<file path="config.mk">
export PLATFORM = sky130hd
export DESIGN_NAME = vip_controller
export DESIGN_NICKNAME = d
export VERILOG_FILES = /design/src/vip_pkg.sv /design/src/vip_arb_if.sv /design/src/vip_arbiter.sv /design/src/vip_controller.sv
export VERILOG_INCLUDE_DIRS = /design/src /design/src/src
export SDC_FILE = /design/constraint.sdc
export NUM_CORES = 2
export LEC_CHECK = 0
export BUFFER_PORTS_ARGS = -buffer_cell sky130_fd_sc_hd__buf_4
export CAP_MARGIN = 15
export CORE_MARGIN = 3
export CORE_UTILIZATION = 60
export CTS_CLUSTER_DIAMETER = 200
export CTS_CLUSTER_SIZE = 24
export DETAILED_ROUTE_END_ITERATION = 6
export PLACE_DENSITY = 0.79
export SLEW_MARGIN = 20
export SYNTH_ARGS = -nofsm -noshare
export SYNTH_HDL_FRONTEND = slang
export SYNTH_HIERARCHICAL = 1
export SYNTH_SLANG_ARGS = --single-unit
</file>
<file path="constraint.sdc">
create_clock -name core_clk_in -period 193.5 [get_ports core_clk_in]
set_input_delay 19.35 -clock core_clk_in [delete_from_list [all_inputs] [get_ports core_clk_in]]
set_output_delay 19.35 -clock core_clk_in [all_outputs]
set_load 0.01 [all_outputs]
</file>
<file path="src/vip_defines.svh">
`ifndef VIP_DEFINES_SVH
`define VIP_DEFINES_SVH

`define VIP_NUM_TRAP      8
`define VIP_NUM_USER      80
`define VIP_FLAG_W        96
`define VIP_WORDS         3
`define VIP_WORD_W        32
`define VIP_PRIO_PER_REG  8
`define VIP_PRIO_FLD_W    4
`define VIP_PRIO_REGS     4'hA
`define VIP_IVT_BASE      24'h000004
`define VIP_ALTERNATE_VECTOR_TABLE_OFS      24'h000100
`define VIP_RESET_PC      24'h000000
`define VIP_USER_VEC0     7'h08
`define VIP_TRAP_LVL_TOP  4'hF
`define VIP_TRAP_IMPL     8'h3E
`define VIP_USER_IMPL     96'h0000_0000_CE7E_E600_601F_FFDF_7FFF
`define VIP_ALT_BIT       15
`define VIP_PEND_LVL_LSB  8
`define VIP_LVL_SW_W      3
`define VIP_OFS_CTRL2     8'h00
`define VIP_OFS_LEVEL     8'h04
`define VIP_OFS_TRAPF     8'h08
`define VIP_OFS_PEND      8'h0C
`define VIP_OFS_FLAG0     8'h10
`define VIP_OFS_EN0       8'h1C
`define VIP_PRIO_SEL      2'b01
`define VIP_OFS_STAT      8'h80
`define VIP_OFS_MASK      8'h84
`define VIP_EV_W          3
`define VIP_EV_USER       0
`define VIP_EV_TRAP       1
`define VIP_EV_RET        2

`endif

</file>
<file path="src/vip_pkg.sv">
`include "vip_defines.svh"
package vip_pkg;
  typedef enum logic [2:0] {
    VIP_IDLE   = 3'b000,
    VIP_LATCH  = 3'b001,
    VIP_REQ    = 3'b010,
    VIP_SERVE  = 3'b011,
    VIP_RETURN = 3'b100
  } vip_state_t;
  typedef logic [2:0] vip_prio_t;
  typedef vip_prio_t [`VIP_NUM_USER-1:0] vip_prio_arr_t;
endpackage

</file>
<file path="src/vip_arb_if.sv">
`timescale 1ns/1ps
`include "vip_defines.svh"
interface vip_arb_if;
  import vip_pkg::*;
  logic [`VIP_NUM_TRAP-1:0] trap_pend;
  logic [`VIP_NUM_USER-1:0] user_pend;
  vip_prio_arr_t            prio;
  logic                     win_valid;
  logic [6:0]               win_vec;
  logic [3:0]               win_lvl;
  modport arb (input trap_pend, user_pend, prio, output win_valid, win_vec, win_lvl);
  modport ctl (output trap_pend, user_pend, prio, input win_valid, win_vec, win_lvl);
endinterface

</file>
<file path="src/vip_arbiter.sv">
`timescale 1ns/1ps
`include "vip_defines.svh"
module vip_arbiter (
  vip_arb_if.arb arb
);
  import vip_pkg::*;

  always_comb begin
    arb.win_valid = 1'b0;
    arb.win_vec   = 7'h00;
    arb.win_lvl   = 4'h0;
    // scan downward so a lower position wins a tie.
    for (int i = `VIP_NUM_USER - 1; i >= 0; i--) begin
      if (arb.user_pend[i] && (!arb.win_valid || {1'b0, arb.prio[i]} >= arb.win_lvl)) begin
        arb.win_valid = 1'b1;
        arb.win_vec   = `VIP_USER_VEC0 + 7'(i);
        arb.win_lvl   = {1'b0, arb.prio[i]};
      end
    end
    // traps outrank: trap levels sit above every user level.
    for (int i = `VIP_NUM_TRAP - 1; i >= 0; i--) begin
      if (arb.trap_pend[i]) begin
        arb.win_valid = 1'b1;
        arb.win_vec   = 7'(i);
        arb.win_lvl   = `VIP_TRAP_LVL_TOP - 4'(i);
      end
    end
  end
endmodule // vip_arbiter

</file>
<file path="src/vip_controller.sv">
`timescale 1ns/1ps
`include "vip_defines.svh"
module vip_controller (
  input  wire logic        core_clk_in,
  input  wire logic        sys_rst_in,
  input  wire logic        psel_in,
  input  wire logic        penable_in,
  input  wire logic        pwrite_in,
  input  wire logic [7:0]  paddr_in,
  input  wire logic [31:0] pwdata_in,
  output logic      [31:0] prdata_out,
  output logic             pready_out,
  output logic             pslverr_out,
  input  wire logic [7:0]  trap_src_in,
  input  wire logic [79:0] user_src_in,
  input  wire logic        cpu_ack_in,
  input  wire logic        cpu_return_in,
  output logic             cpu_irq_req_out,
  output logic      [23:0] vector_addr_out,
  output logic      [3:0]  cpu_priority_level_out,
  output logic             irq_out
);
  import vip_pkg::*;

  vip_arb_if arb_bus ();

  vip_state_t                state_q;
  logic                      alt_table_select_q;
  logic [3:0]                cpu_priority_level_q;
  logic [3:0]                saved_level_q;
  logic [`VIP_NUM_TRAP-1:0]  trap_flag_q;
  logic [`VIP_FLAG_W-1:0]    request_flag_bank_q;
  logic [`VIP_FLAG_W-1:0]    enable_q;
  vip_prio_arr_t             prio_q;
  logic [6:0]                pending_vector_number_q;
  logic [3:0]                pending_new_level_q;
  logic [`VIP_EV_W-1:0]      ev_stat_q;
  logic [`VIP_EV_W-1:0]      ev_mask_q;
  logic [`VIP_EV_W-1:0]      ev_set_c;
  logic                      irq_q;
  logic                      req_q;
  logic [23:0]               vaddr_q;
  logic [31:0]               prdata_q;
  logic                      pready_q;
  logic                      pslverr_q;
  logic                      setup_c;
  logic                      wr_c;
  logic                      prio_wr_c;
  logic                      go_c;
  logic [31:0]               rd_c;
  logic                      hit_c;
  logic [`VIP_FLAG_W-1:0]    flag_clr_c;
  logic [`VIP_WORDS-1:0]     en_sel_c;
  logic [`VIP_FLAG_W-1:0]    user_src_c;

  vip_arbiter u_arb (
    .arb (arb_bus)
  );

  assign setup_c   = psel_in && !penable_in;
  assign wr_c      = psel_in && penable_in && pready_q && pwrite_in;
  assign prio_wr_c = wr_c && (paddr_in[7:6] == `VIP_PRIO_SEL) && (paddr_in[5:2] < `VIP_PRIO_REGS);
  assign user_src_c = {{(`VIP_FLAG_W - `VIP_NUM_USER){1'b0}}, user_src_in};

  // only implemented positions can ever become pending.
  assign arb_bus.trap_pend = trap_flag_q & `VIP_TRAP_IMPL;
  assign arb_bus.user_pend = `VIP_NUM_USER'(request_flag_bank_q & enable_q);
  assign arb_bus.prio      = prio_q;

  // level gate: the winner must exceed the current CPU level.
  assign go_c = (state_q == VIP_IDLE) && arb_bus.win_valid &&
                (arb_bus.win_lvl > cpu_priority_level_q);

  always_comb begin
    flag_clr_c = '0;
    en_sel_c   = '0;
    for (int w = 0; w < `VIP_WORDS; w++) begin
      if (wr_c && paddr_in == `VIP_OFS_FLAG0 + 8'(4 * w)) begin
        flag_clr_c[`VIP_WORD_W*w +: `VIP_WORD_W] = pwdata_in;
      end
      if (wr_c && paddr_in == `VIP_OFS_EN0 + 8'(4 * w)) begin
        en_sel_c[w] = 1'b1;
      end
    end
  end

  always_comb begin
    rd_c  = 32'h0000_0000;
    hit_c = 1'b1;
    case (paddr_in)
      `VIP_OFS_CTRL2: rd_c[`VIP_ALT_BIT] = alt_table_select_q;
      `VIP_OFS_LEVEL: rd_c[3:0] = cpu_priority_level_q;
      `VIP_OFS_TRAPF: rd_c[`VIP_NUM_TRAP-1:0] = trap_flag_q;
      `VIP_OFS_PEND: begin
        rd_c[6:0] = pending_vector_number_q;
        rd_c[`VIP_PEND_LVL_LSB +: 4] = pending_new_level_q;
      end
      `VIP_OFS_STAT: rd_c[`VIP_EV_W-1:0] = ev_stat_q;
      `VIP_OFS_MASK: rd_c[`VIP_EV_W-1:0] = ev_mask_q;
      default: begin
        hit_c = 1'b0;
        for (int w = 0; w < `VIP_WORDS; w++) begin
          if (paddr_in == `VIP_OFS_FLAG0 + 8'(4 * w)) begin
            rd_c  = request_flag_bank_q[`VIP_WORD_W*w +: `VIP_WORD_W];
            hit_c = 1'b1;
          end
          if (paddr_in == `VIP_OFS_EN0 + 8'(4 * w)) begin
            rd_c  = enable_q[`VIP_WORD_W*w +: `VIP_WORD_W];
            hit_c = 1'b1;
          end
        end
        if (paddr_in[7:6] == `VIP_PRIO_SEL && paddr_in[5:2] < `VIP_PRIO_REGS &&
            paddr_in[1:0] == 2'b00) begin
          hit_c = 1'b1;
          for (int s = 0; s < `VIP_PRIO_PER_REG; s++) begin
            if (int'(paddr_in[5:2]) * `VIP_PRIO_PER_REG + s < `VIP_NUM_USER) begin
              rd_c[`VIP_PRIO_FLD_W*s +: 3] =
                prio_q[int'(paddr_in[5:2]) * `VIP_PRIO_PER_REG + s];
            end
          end
        end
      end
    endcase
  end

  // Zero-wait slave: answer is ready in the first access cycle.
  always_ff @(posedge core_clk_in) begin
    if (sys_rst_in) begin
      pready_q  <= 1'b0;
      prdata_q  <= 32'h0000_0000;
      pslverr_q <= 1'b0;
    end else begin
      pready_q <= setup_c;
      if (setup_c) begin
        prdata_q  <= pwrite_in ? 32'h0000_0000 : rd_c;
        pslverr_q <= !hit_c;
      end else begin
        pslverr_q <= 1'b0;
      end
    end
  end

  // alternate select and enable bits written by software.
  always_ff @(posedge core_clk_in) begin
    if (sys_rst_in) begin
      alt_table_select_q <= 1'b0;
      enable_q           <= '0;
      ev_mask_q          <= '0;
    end else begin
      if (wr_c && paddr_in == `VIP_OFS_CTRL2) begin
        alt_table_select_q <= pwdata_in[`VIP_ALT_BIT];
      end
      if (wr_c && paddr_in == `VIP_OFS_MASK) begin
        ev_mask_q <= pwdata_in[`VIP_EV_W-1:0];
      end
      for (int w = 0; w < `VIP_WORDS; w++) begin
        if (en_sel_c[w]) begin
          enable_q[`VIP_WORD_W*w +: `VIP_WORD_W] <= pwdata_in;
        end
      end
    end
  end

  // priority fields, three bits per source.
  always_ff @(posedge core_clk_in) begin
    if (sys_rst_in) begin
      prio_q <= '0;
    end else begin
      for (int s = 0; s < `VIP_NUM_USER; s++) begin
        if (prio_wr_c && int'(paddr_in[5:2]) == s / `VIP_PRIO_PER_REG) begin
          prio_q[s] <= pwdata_in[`VIP_PRIO_FLD_W*(s % `VIP_PRIO_PER_REG) +: 3];
        end
      end
    end
  end

  // sticky flags: a new request wins over a software clear.
  always_ff @(posedge core_clk_in) begin
    if (sys_rst_in) begin
      request_flag_bank_q <= '0;
      trap_flag_q         <= '0;
    end else begin
      request_flag_bank_q <= ((request_flag_bank_q & ~flag_clr_c) | user_src_c) &
                             `VIP_USER_IMPL;
      if (wr_c && paddr_in == `VIP_OFS_TRAPF) begin
        trap_flag_q <= ((trap_flag_q & ~pwdata_in[`VIP_NUM_TRAP-1:0]) | trap_src_in) &
                       `VIP_TRAP_IMPL;
      end else begin
        trap_flag_q <= (trap_flag_q | trap_src_in) & `VIP_TRAP_IMPL;
      end
    end
  end

  // fixed entry: request rises two edges after the go decision.
  always_ff @(posedge core_clk_in) begin
    if (sys_rst_in) begin
      state_q <= VIP_IDLE;
    end else begin
      case (state_q)
        VIP_IDLE:   if (go_c) state_q <= VIP_LATCH;
        VIP_LATCH:  state_q <= VIP_REQ;
        VIP_REQ:    if (cpu_ack_in) state_q <= VIP_SERVE;
        VIP_SERVE:  if (cpu_return_in) state_q <= VIP_RETURN;
        VIP_RETURN: state_q <= VIP_IDLE;
        default:    state_q <= VIP_IDLE;
      endcase
    end
  end

  // latch vector number and new level on acceptance.
  always_ff @(posedge core_clk_in) begin
    if (sys_rst_in) begin
      pending_vector_number_q <= 7'h00;
      pending_new_level_q     <= 4'h0;
    end else if (go_c) begin
      pending_vector_number_q <= arb_bus.win_vec;
      pending_new_level_q     <= arb_bus.win_lvl;
    end
  end

  // reset clears the dispatch address to the reset location.
  always_ff @(posedge core_clk_in) begin
    if (sys_rst_in) begin
      vaddr_q <= `VIP_RESET_PC;
      req_q   <= 1'b0;
    end else begin
      if (state_q == VIP_LATCH) begin
        // address is base plus twice the vector number.
        // alternate table adds its fixed offset.
        vaddr_q <= `VIP_IVT_BASE + {16'h0000, pending_vector_number_q, 1'b0} +
                   (alt_table_select_q ? `VIP_ALTERNATE_VECTOR_TABLE_OFS : 24'h000000);
        // single request line to the core.
        req_q   <= 1'b1;
      end else if (state_q == VIP_REQ && cpu_ack_in) begin
        req_q <= 1'b0;
      end
    end
  end

  // software writes only the low three level bits.
  always_ff @(posedge core_clk_in) begin
    if (sys_rst_in) begin
      cpu_priority_level_q <= 4'h0;
      saved_level_q        <= 4'h0;
    end else if (state_q == VIP_REQ && cpu_ack_in) begin
      saved_level_q        <= cpu_priority_level_q;
      cpu_priority_level_q <= pending_new_level_q;
    end else if (state_q == VIP_SERVE && cpu_return_in) begin
      cpu_priority_level_q <= saved_level_q;
    end else if (wr_c && paddr_in == `VIP_OFS_LEVEL) begin
      cpu_priority_level_q[`VIP_LVL_SW_W-1:0] <= pwdata_in[`VIP_LVL_SW_W-1:0];
    end
  end

  always_comb begin
    ev_set_c = '0;
    ev_set_c[`VIP_EV_USER] = (state_q == VIP_REQ) && cpu_ack_in && !pending_new_level_q[3];
    ev_set_c[`VIP_EV_TRAP] = (state_q == VIP_REQ) && cpu_ack_in && pending_new_level_q[3];
    ev_set_c[`VIP_EV_RET]  = (state_q == VIP_SERVE) && cpu_return_in;
  end

  always_ff @(posedge core_clk_in) begin
    if (sys_rst_in) begin
      ev_stat_q <= '0;
      irq_q     <= 1'b0;
    end else begin
      if (wr_c && paddr_in == `VIP_OFS_STAT) begin
        ev_stat_q <= (ev_stat_q & ~pwdata_in[`VIP_EV_W-1:0]) | ev_set_c;
      end else begin
        ev_stat_q <= ev_stat_q | ev_set_c;
      end
      irq_q <= |(ev_stat_q & ev_mask_q);
    end
  end

  assign prdata_out             = prdata_q;
  assign pready_out             = pready_q;
  assign pslverr_out            = pslverr_q;
  assign cpu_irq_req_out        = req_q;
  assign vector_addr_out        = vaddr_q;
  assign cpu_priority_level_out = cpu_priority_level_q;
  assign irq_out                = irq_q;

  a_entry_latency: assert property (
    @(posedge core_clk_in) disable iff (sys_rst_in)
    go_c |-> ##1 !cpu_irq_req_out ##1 cpu_irq_req_out)
    else $error("Request did not rise two cycles after acceptance.");

  a_single_request: assert property (
    @(posedge core_clk_in) disable iff (sys_rst_in)
    cpu_irq_req_out |-> state_q == VIP_REQ)
    else $error("Request line high outside the request state.");

  a_vector_latch: assert property (
    @(posedge core_clk_in) disable iff (sys_rst_in)
    go_c |=> pending_vector_number_q == $past(arb_bus.win_vec) &&
             pending_new_level_q == $past(arb_bus.win_lvl))
    else $error("Vector number or level not latched on acceptance.");

  a_vector_address: assert property (
    @(posedge core_clk_in) disable iff (sys_rst_in)
    $rose(cpu_irq_req_out) |-> vector_addr_out ==
      24'h000004 + {16'h0000, pending_vector_number_q, 1'b0} +
      (alt_table_select_q ? 24'h000100 : 24'h000000))
    else $error("Vector address does not match its table position.");

  a_level_gate: assert property (
    @(posedge core_clk_in) disable iff (sys_rst_in)
    (state_q == VIP_IDLE && arb_bus.win_lvl <= cpu_priority_level_q) |=>
      state_q == VIP_IDLE)
    else $error("Request forwarded at or below the CPU level.");

  a_trap_first: assert property (
    @(posedge core_clk_in) disable iff (sys_rst_in)
    arb_bus.trap_pend[1] |-> arb_bus.win_vec == 7'h01 && arb_bus.win_lvl == 4'hE)
    else $error("Lowest trap position did not win arbitration.");

  a_flag_sticky: assert property (
    @(posedge core_clk_in) disable iff (sys_rst_in)
    (request_flag_bank_q[0] && !flag_clr_c[0]) |=> request_flag_bank_q[0])
    else $error("Request flag dropped without a software clear.");

  a_level_raise: assert property (
    @(posedge core_clk_in) disable iff (sys_rst_in)
    (state_q == VIP_REQ && cpu_ack_in) |=>
      cpu_priority_level_out == $past(pending_new_level_q))
    else $error("CPU level not raised to the accepted level.");

  a_return_restore: assert property (
    @(posedge core_clk_in) disable iff (sys_rst_in)
    (state_q == VIP_SERVE && cpu_return_in) |=>
      cpu_priority_level_q == $past(saved_level_q) ##1 state_q == VIP_IDLE)
    else $error("Return did not restore the level in fixed time.");

  a_top_bit_ro: assert property (
    @(posedge core_clk_in) disable iff (sys_rst_in)
    (state_q == VIP_IDLE && wr_c && paddr_in == `VIP_OFS_LEVEL) |=>
      cpu_priority_level_q[3] == $past(cpu_priority_level_q[3]))
    else $error("Software changed the read-only level bit.");

  a_irq_level: assert property (
    @(posedge core_clk_in) disable iff (sys_rst_in)
    (|(ev_stat_q & ev_mask_q)) |=> irq_out)
    else $error("Interrupt output low with an unmasked event set.");
endmodule // vip_controller

</file>
* After elaboration in Yosys (flattened, before gate mapping)
Index checks and enable logic that the tools add are counted.
Cells by class: $add $sub $neg 9, order comparisons 97, equal/unequal tests 27, muxes and demuxes 336, bitwise operators 14, reductions and logical operators 291
Operators with widths (number):
- 2-to-1 mux 7 bit | 85
- 2-to-1 mux 3 bit | 118
- 2-to-1 mux 32 bit | 9
- >= comparator 3 bit | 79
- less-than comparator 32 x 8 -> 1 bit, second input constant | 7
- AND 80 bit | 2
- binary-select mux 3 bit (select 7 bit) | 7
- logical AND 1 bit | 114
- 2-to-1 mux 1 bit | 99
- logical NOT 1 bit | 82
- NOT 80 bit | 1
- bitwise OR 80 bit | 1
- logical OR 1 bit | 79
- less-than comparator 8 bit, second input constant | 7
- adder 7 x 3 -> 8 bit, second input constant | 4
- equality test 8 x 5 -> 1 bit, second input constant | 4
- 2-to-1 mux 16 bit | 2
- equality test 4 bit, second input constant | 6
- 2-to-1 mux 4 bit | 6
- case mux 3 bit (6 select lines) | 1
- adder 7 x 2 -> 8 bit, second input constant | 2
- equality test 8 x 4 -> 1 bit, second input constant | 2
- equality test 8 x 6 -> 1 bit, second input constant | 2
- equality test 8 bit, second input constant | 2
- other kinds (41) | 53
Storage, ports and cells: flip-flop bits (word level) 484, bits of input ports 135, output and inout bits 64, word-level logic and storage cells 874

* Longest topological paths before layout
word-level depth 327, mapped depth 630, mapped depth without buffers 614

* Hierarchy
The synthesis kept the hierarchy.
Modules (own cells, without submodules):
- vip_controller | times used 1, cells each 2547, area an instance 20778.7 µm², sequential area each 9369.0 µm²
- vip_arbiter | times used 1, cells each 1890, area an instance 12503.2 µm², sequential area each 0.0 µm²

* Least setup slack after synthesis
OpenSTA, ideal clock, no wires.
path type reg2reg, from reg request_flag_bank_q[79], to reg state_q[0], setup time 0.139 ns, data arrival time 78.475 ns, data required time 193.361 ns, path slack 114.886 ns, stages on the path, launching flop included 419, buffers on the path 13, clock period less this slack 78.614 ns, path through dfxtp_1 -> and2_1 -> buf_6 -> and2_1 -> ha_1 -> nor2b_1 -> o21ai_0 -> nand3_1 -> a311oi_1 -> a21oi_1 -> inv_1 -> ha_1 -> nor3b_1 -> o211ai_1 -> nand2_1 -> a21boi_0 -> ha_1 -> nor2b_1 -> [... 383 more ...] -> o31a_1 -> buf_2 -> nand2_1 -> o21ai_1 -> ha_1 -> nand2b_1 -> a21oi_1 -> nor2b_1 -> o31ai_1 -> nand2b_1 -> o311ai_1 -> ha_1 -> nor2b_1 -> o21a_1 -> o21a_1 -> o2111a_1 -> a2111oi_0 -> a2111oi_0
Between the ends: longest elaborated chain between the ends 327, elaborated cells between the ends (all ways) 492, those cells by class order compare: 80; eq/ne: 1; mux: 170; bitwise: 1; reduce/logical: 240
RTL lines:
- from (decl) | RTL line vip_controller.sv:32 | logic [`VIP_FLAG_W-1:0] request_flag_bank_q;
- from (signal assigned) | RTL line vip_controller.sv:183 | request_flag_bank_q <= ((request_flag_bank_q & ~flag_clr_c) | user_src_c) &
- AND 80 bit (*) | RTL line vip_controller.sv:67 | assign arb_bus.user_pend = `VIP_NUM_USER'(request_flag_bank_q & enable_q);
- via arb_bus.user_pend[79] | RTL line vip_arb_if.sv:6 | logic [`VIP_NUM_USER-1:0] user_pend;
- 2-to-1 mux 3 bit or 2-to-1 mux 1 bit (tied branches) | RTL line vip_arbiter.sv:14 | if (arb.user_pend[i] && (!arb.win_valid || {1'b0, arb.prio[i]} >= arb.win_lvl)) begin
- >= comparator 3 bit or logical NOT 1 bit (tied branches) | RTL line vip_arbiter.sv:14
- logical OR 1 bit | RTL line vip_arbiter.sv:14
- logical AND 1 bit | RTL line vip_arbiter.sv:14
- 2-to-1 mux 3 bit or 2-to-1 mux 1 bit (tied branches) | RTL line vip_arbiter.sv:14
- >= comparator 3 bit or logical NOT 1 bit (tied branches) | RTL line vip_arbiter.sv:14
- [... 309 more ...]
- logical AND 1 bit | RTL line vip_arbiter.sv:14
- 2-to-1 mux 3 bit (*) | RTL line vip_arbiter.sv:14
- 2-to-1 mux 4 bit (*) (5 in series) | RTL line vip_arbiter.sv:22 | if (arb.trap_pend[i]) begin
- via arb_bus.win_lvl[1] | RTL line vip_arb_if.sv:10 | logic [3:0] win_lvl;
- greater-than comparator 4 bit (*) | RTL line vip_controller.sv:72 | (arb_bus.win_lvl > cpu_priority_level_q);
- logical AND 1 bit (*) | RTL line vip_controller.sv:71 | assign go_c = (state_q == VIP_IDLE) && arb_bus.win_valid &&
- inequality test 2 bit (no source line) (*)
- AND reduction 3 bit (no source line) (*)
- to (signal assigned) | RTL line vip_controller.sv:197 | state_q <= VIP_IDLE;
- to (signal assigned) | RTL line vip_controller.sv:200 | VIP_IDLE: if (go_c) state_q <= VIP_LATCH;
- to (signal assigned) | RTL line vip_controller.sv:201 | VIP_LATCH: state_q <= VIP_REQ;
- to (decl) | RTL line vip_controller.sv:27 | vip_state_t state_q;
Mark *: on every way through the listed nets, which the timed path passes. The rest lies on a longest branch. A chain may end at the register's enable or synchronous reset.

* Worst setup path after layout
Same ends and word-level chain as after synthesis.

==> impl_metrics.toml <==
[floorplan]
initial_core_util = 0.612
die_h_um = 242
fp.coreArea_sq_um = 54300
ioPinCount = 199
row_count = 85
die_w_um = 242
die-area_sq_um = 58300

[synth]
netlist.area_leader.share = 0.282
synth.area.top_cells = "dfxtp_1, nand2_1, ha_1, a21oi_1, nor2_1"
synth_flop_cell = "dfxtp_1"
ys_warn_count = 6
syn_inst = 4437
synth_area_sq_um = 33300
yosysMostFrequentCell = "nand2_1"
ys_top_cells_by_count = "nand2_1, a21oi_1, dfxtp_1"
ys_seq_area_frac = 0.282
synth-seq-cells = 468
synth_area_leader_cell = "dfxtp_1"
synth-edff-count = 0
synth_area_per_cell_sq_um = 7.50
ys_types = 110
synthArstFlopShare = 0

[sta]
setup_slack_ns = 99.23
max_freq_ghz = 0.0106
rsz0062_at_grt = "no"
setup_viol = 0
slew_viol_final = 17
fin_crit_sh = 0.487
layout_min_cycle_time_ns = 94.27
skew_ns = 0.0467
relSlewSlack = -0.0688
hold_violations = 0
finalSetupTns_ns = 0
tightest_slew_ns = 1.59

[detailed_routing]
vias = 34800
vias_per_cell = 6.61
wire_per_inst_um = 25.4
wirelength_um = 134000
drc = 3
dr.pass1.iters = 7
ant_nets = 0
drtIter0Drc = 5436

[pwr]
p_seq_frac = 0.150
clkPwrFrac = 0.082
powerDensity_nw_per_um2 = 19.1
power_frac_comb = 0.768
power.leakage_nw = 13.8
peakVddDrop_uv = 17.3
switching_power_mw = 0.337
internal-power_mw = 0.343
switching_share = 0.495
p_total_mw = 0.680

[worst_setup_path]
critPathMaxFanout = 16
start_kind = "flip-flop"
critPathKind = "flip-flop to flip-flop"
crit_buf_inv = 23
cp-startpoint = "request_flag_bank_q[79]"
cp.depth = 411
max_stage_delay_ns = 0.84
r2r_cells = 411
critPathTopFamily = "compound AO/OA/AOI/OAI gates"
cp.required_ns = 193.97
arrival_ns = 94.74
end_kind = "flip-flop"
crit_path_frequent_cell = "ha_1"
reg2reg_from = "request_flag_bank_q[79]"
worst_path_max_delay_cell = "o311ai_1"

[global_route]
grt_max_degree = 139
globalRouteOverflowTotal = 0
grt_pass1_wl_um = 195000
antenna_found_initial = 2
grt_pass1_vias = 30600
grt.total_usage = 0.434

[cells_and_area]
nets = 4898
final_cell_area_sq_um = 35700
fillers = 4911
final_util = 0.656
num_antenna_cells = 0
syn2layout_area_growth_pct = 7.12
drive_above_1_share = 0.0834

[hold_path]
hold_start = "enable_q[15]"
hold_depth = 2
hp-class = "flip-flop to flip-flop"

[cts]
cts_sinks = 468
clk_pin_slew_ns = 0.10
cts_tree = "built"
root_buffer = "clkbuf_16"
cts.repair.resized = 0
holdBufCountCts = 0
clk_latency_ns = 0.63
cts_max_level = 1
clock_path_buffers = 3
cts_made_buffers = 23
post-cts-setup-buffers = 0

[placed_design]
post-place-ws_ns = 101.65
place_congestion = 1.05
hpwl_um = 98700
placed_area_sq_um = 35000
port_buffers = 153

[run]
cap_violations = 0

[outcome]
outcome = "finished with violations"
violations = "DRC, slew limit"
[path summary, 6_finish.rpt]
path / to / slack [ns]
max: state_q[0] / 99.23
min: enable_q[15] / 0.46
max reg2reg: state_q[0] / 99.23
min reg2reg: enable_q[15] / 0.46
[layout make-up]
cell class | instances | area [sq um] | area share
clock buffers | 23 | 576 | 0.0161
clock inverters | 2 | 36.3 | 0.00102
inverters | 186 | 698 | 0.0196
multi-input cells | 3650 | 22600 | 0.634
flip-flops and latches | 468 | 9370 | 0.263
well taps | 739 | 925 | 0.0259
repair buffers | 192 | 1450 | 0.0406
[tightest hold or removal path: cells and delay by family, from the launching register on]
family	cells	cell delay [ns]
DFF	1	0.32
and+or+nand+nor	1	0.05
AOI/OAI and AO/OA	1	0.05
[metal layers]
layer / GRT usage / share of wire / wire length [um]
met5: 0 / 0 / 0
met4: 0.262 / 0.076 / 10200
met3: 0.112 / 0.14 / 19200
met2: 0.619 / 0.40 / 53700
met1: 0.588 / 0.38 / 50400
[cells in the final DEF, fill, tap and decap left out, types with 31 or more instances in the layout]
cell,instances
nand2_1,810
a21oi_1,559
dfxtp_1,468
nor2_1,379
ha_1,242
buf_4,191
inv_1,184
o21ai_0,143
conb_1,140
mux2i_1,126
nand3_1,121
and2_1,100
a21o_1,97
nand2b_1,91
nor3_1,57
nor2b_1,43
mux4_2,43
o21a_1,42
a22oi_1,42
mux2_2,37
o31ai_1,33
o211ai_1,31
[sequential cells by signal, summed over array words and instances (netlist names)]
name,cells
pending_vector_number_q,7
prdata_out,32
pslverr_out,1
saved_level_q,4
vector_addr_out,9
trap_flag_q,5
alt_table_select_q,1
cpu_priority_level_out,4
pending_new_level_q,4
pready_out,1
ev_stat_q,3
ev_mask_q,3
state_q,3
arb_bus.prio,240
cpu_irq_req_out,1
enable_q,96
request_flag_bank_q,53
irq_out,1
[per-stage QoR]
step | instances | hold slack (ns)
2_1_floorplan | 4576 | 0.431
3_3_place_gp | 5235 | 0.439
3_5_place_dp | 5235 | 0.444
4_1_cts | 5260 | 0.458
5_1_grt | 5260 | 0.474
6_report | 5260 | 0.457
[kinds of logic after synthesis]
group	Yosys count	synth area share
xor gates and xnor gates	5	0.00132
buffers and inverters	458	0.0573
muxes	208	0.0804
other	1	0.000113
adders and majority gates	242	0.0910
and+or+nand+nor	1779	0.246
DFF	468	0.282
AOI/OAI and AO/OA	1276	0.242
[power groups by stage]
stage                     Combinational [mW]  Clock (mW)  Sequential, mW
after floorplan                        0.380           0           0.103
after global placement                 0.480           0           0.104
after detailed placement               0.489           0           0.104
after CTS                              0.493      0.0551           0.102
after global routing                   0.574      0.0585           0.102
final                                  0.523      0.0560           0.102
Power figures use the tool's default switching activity.
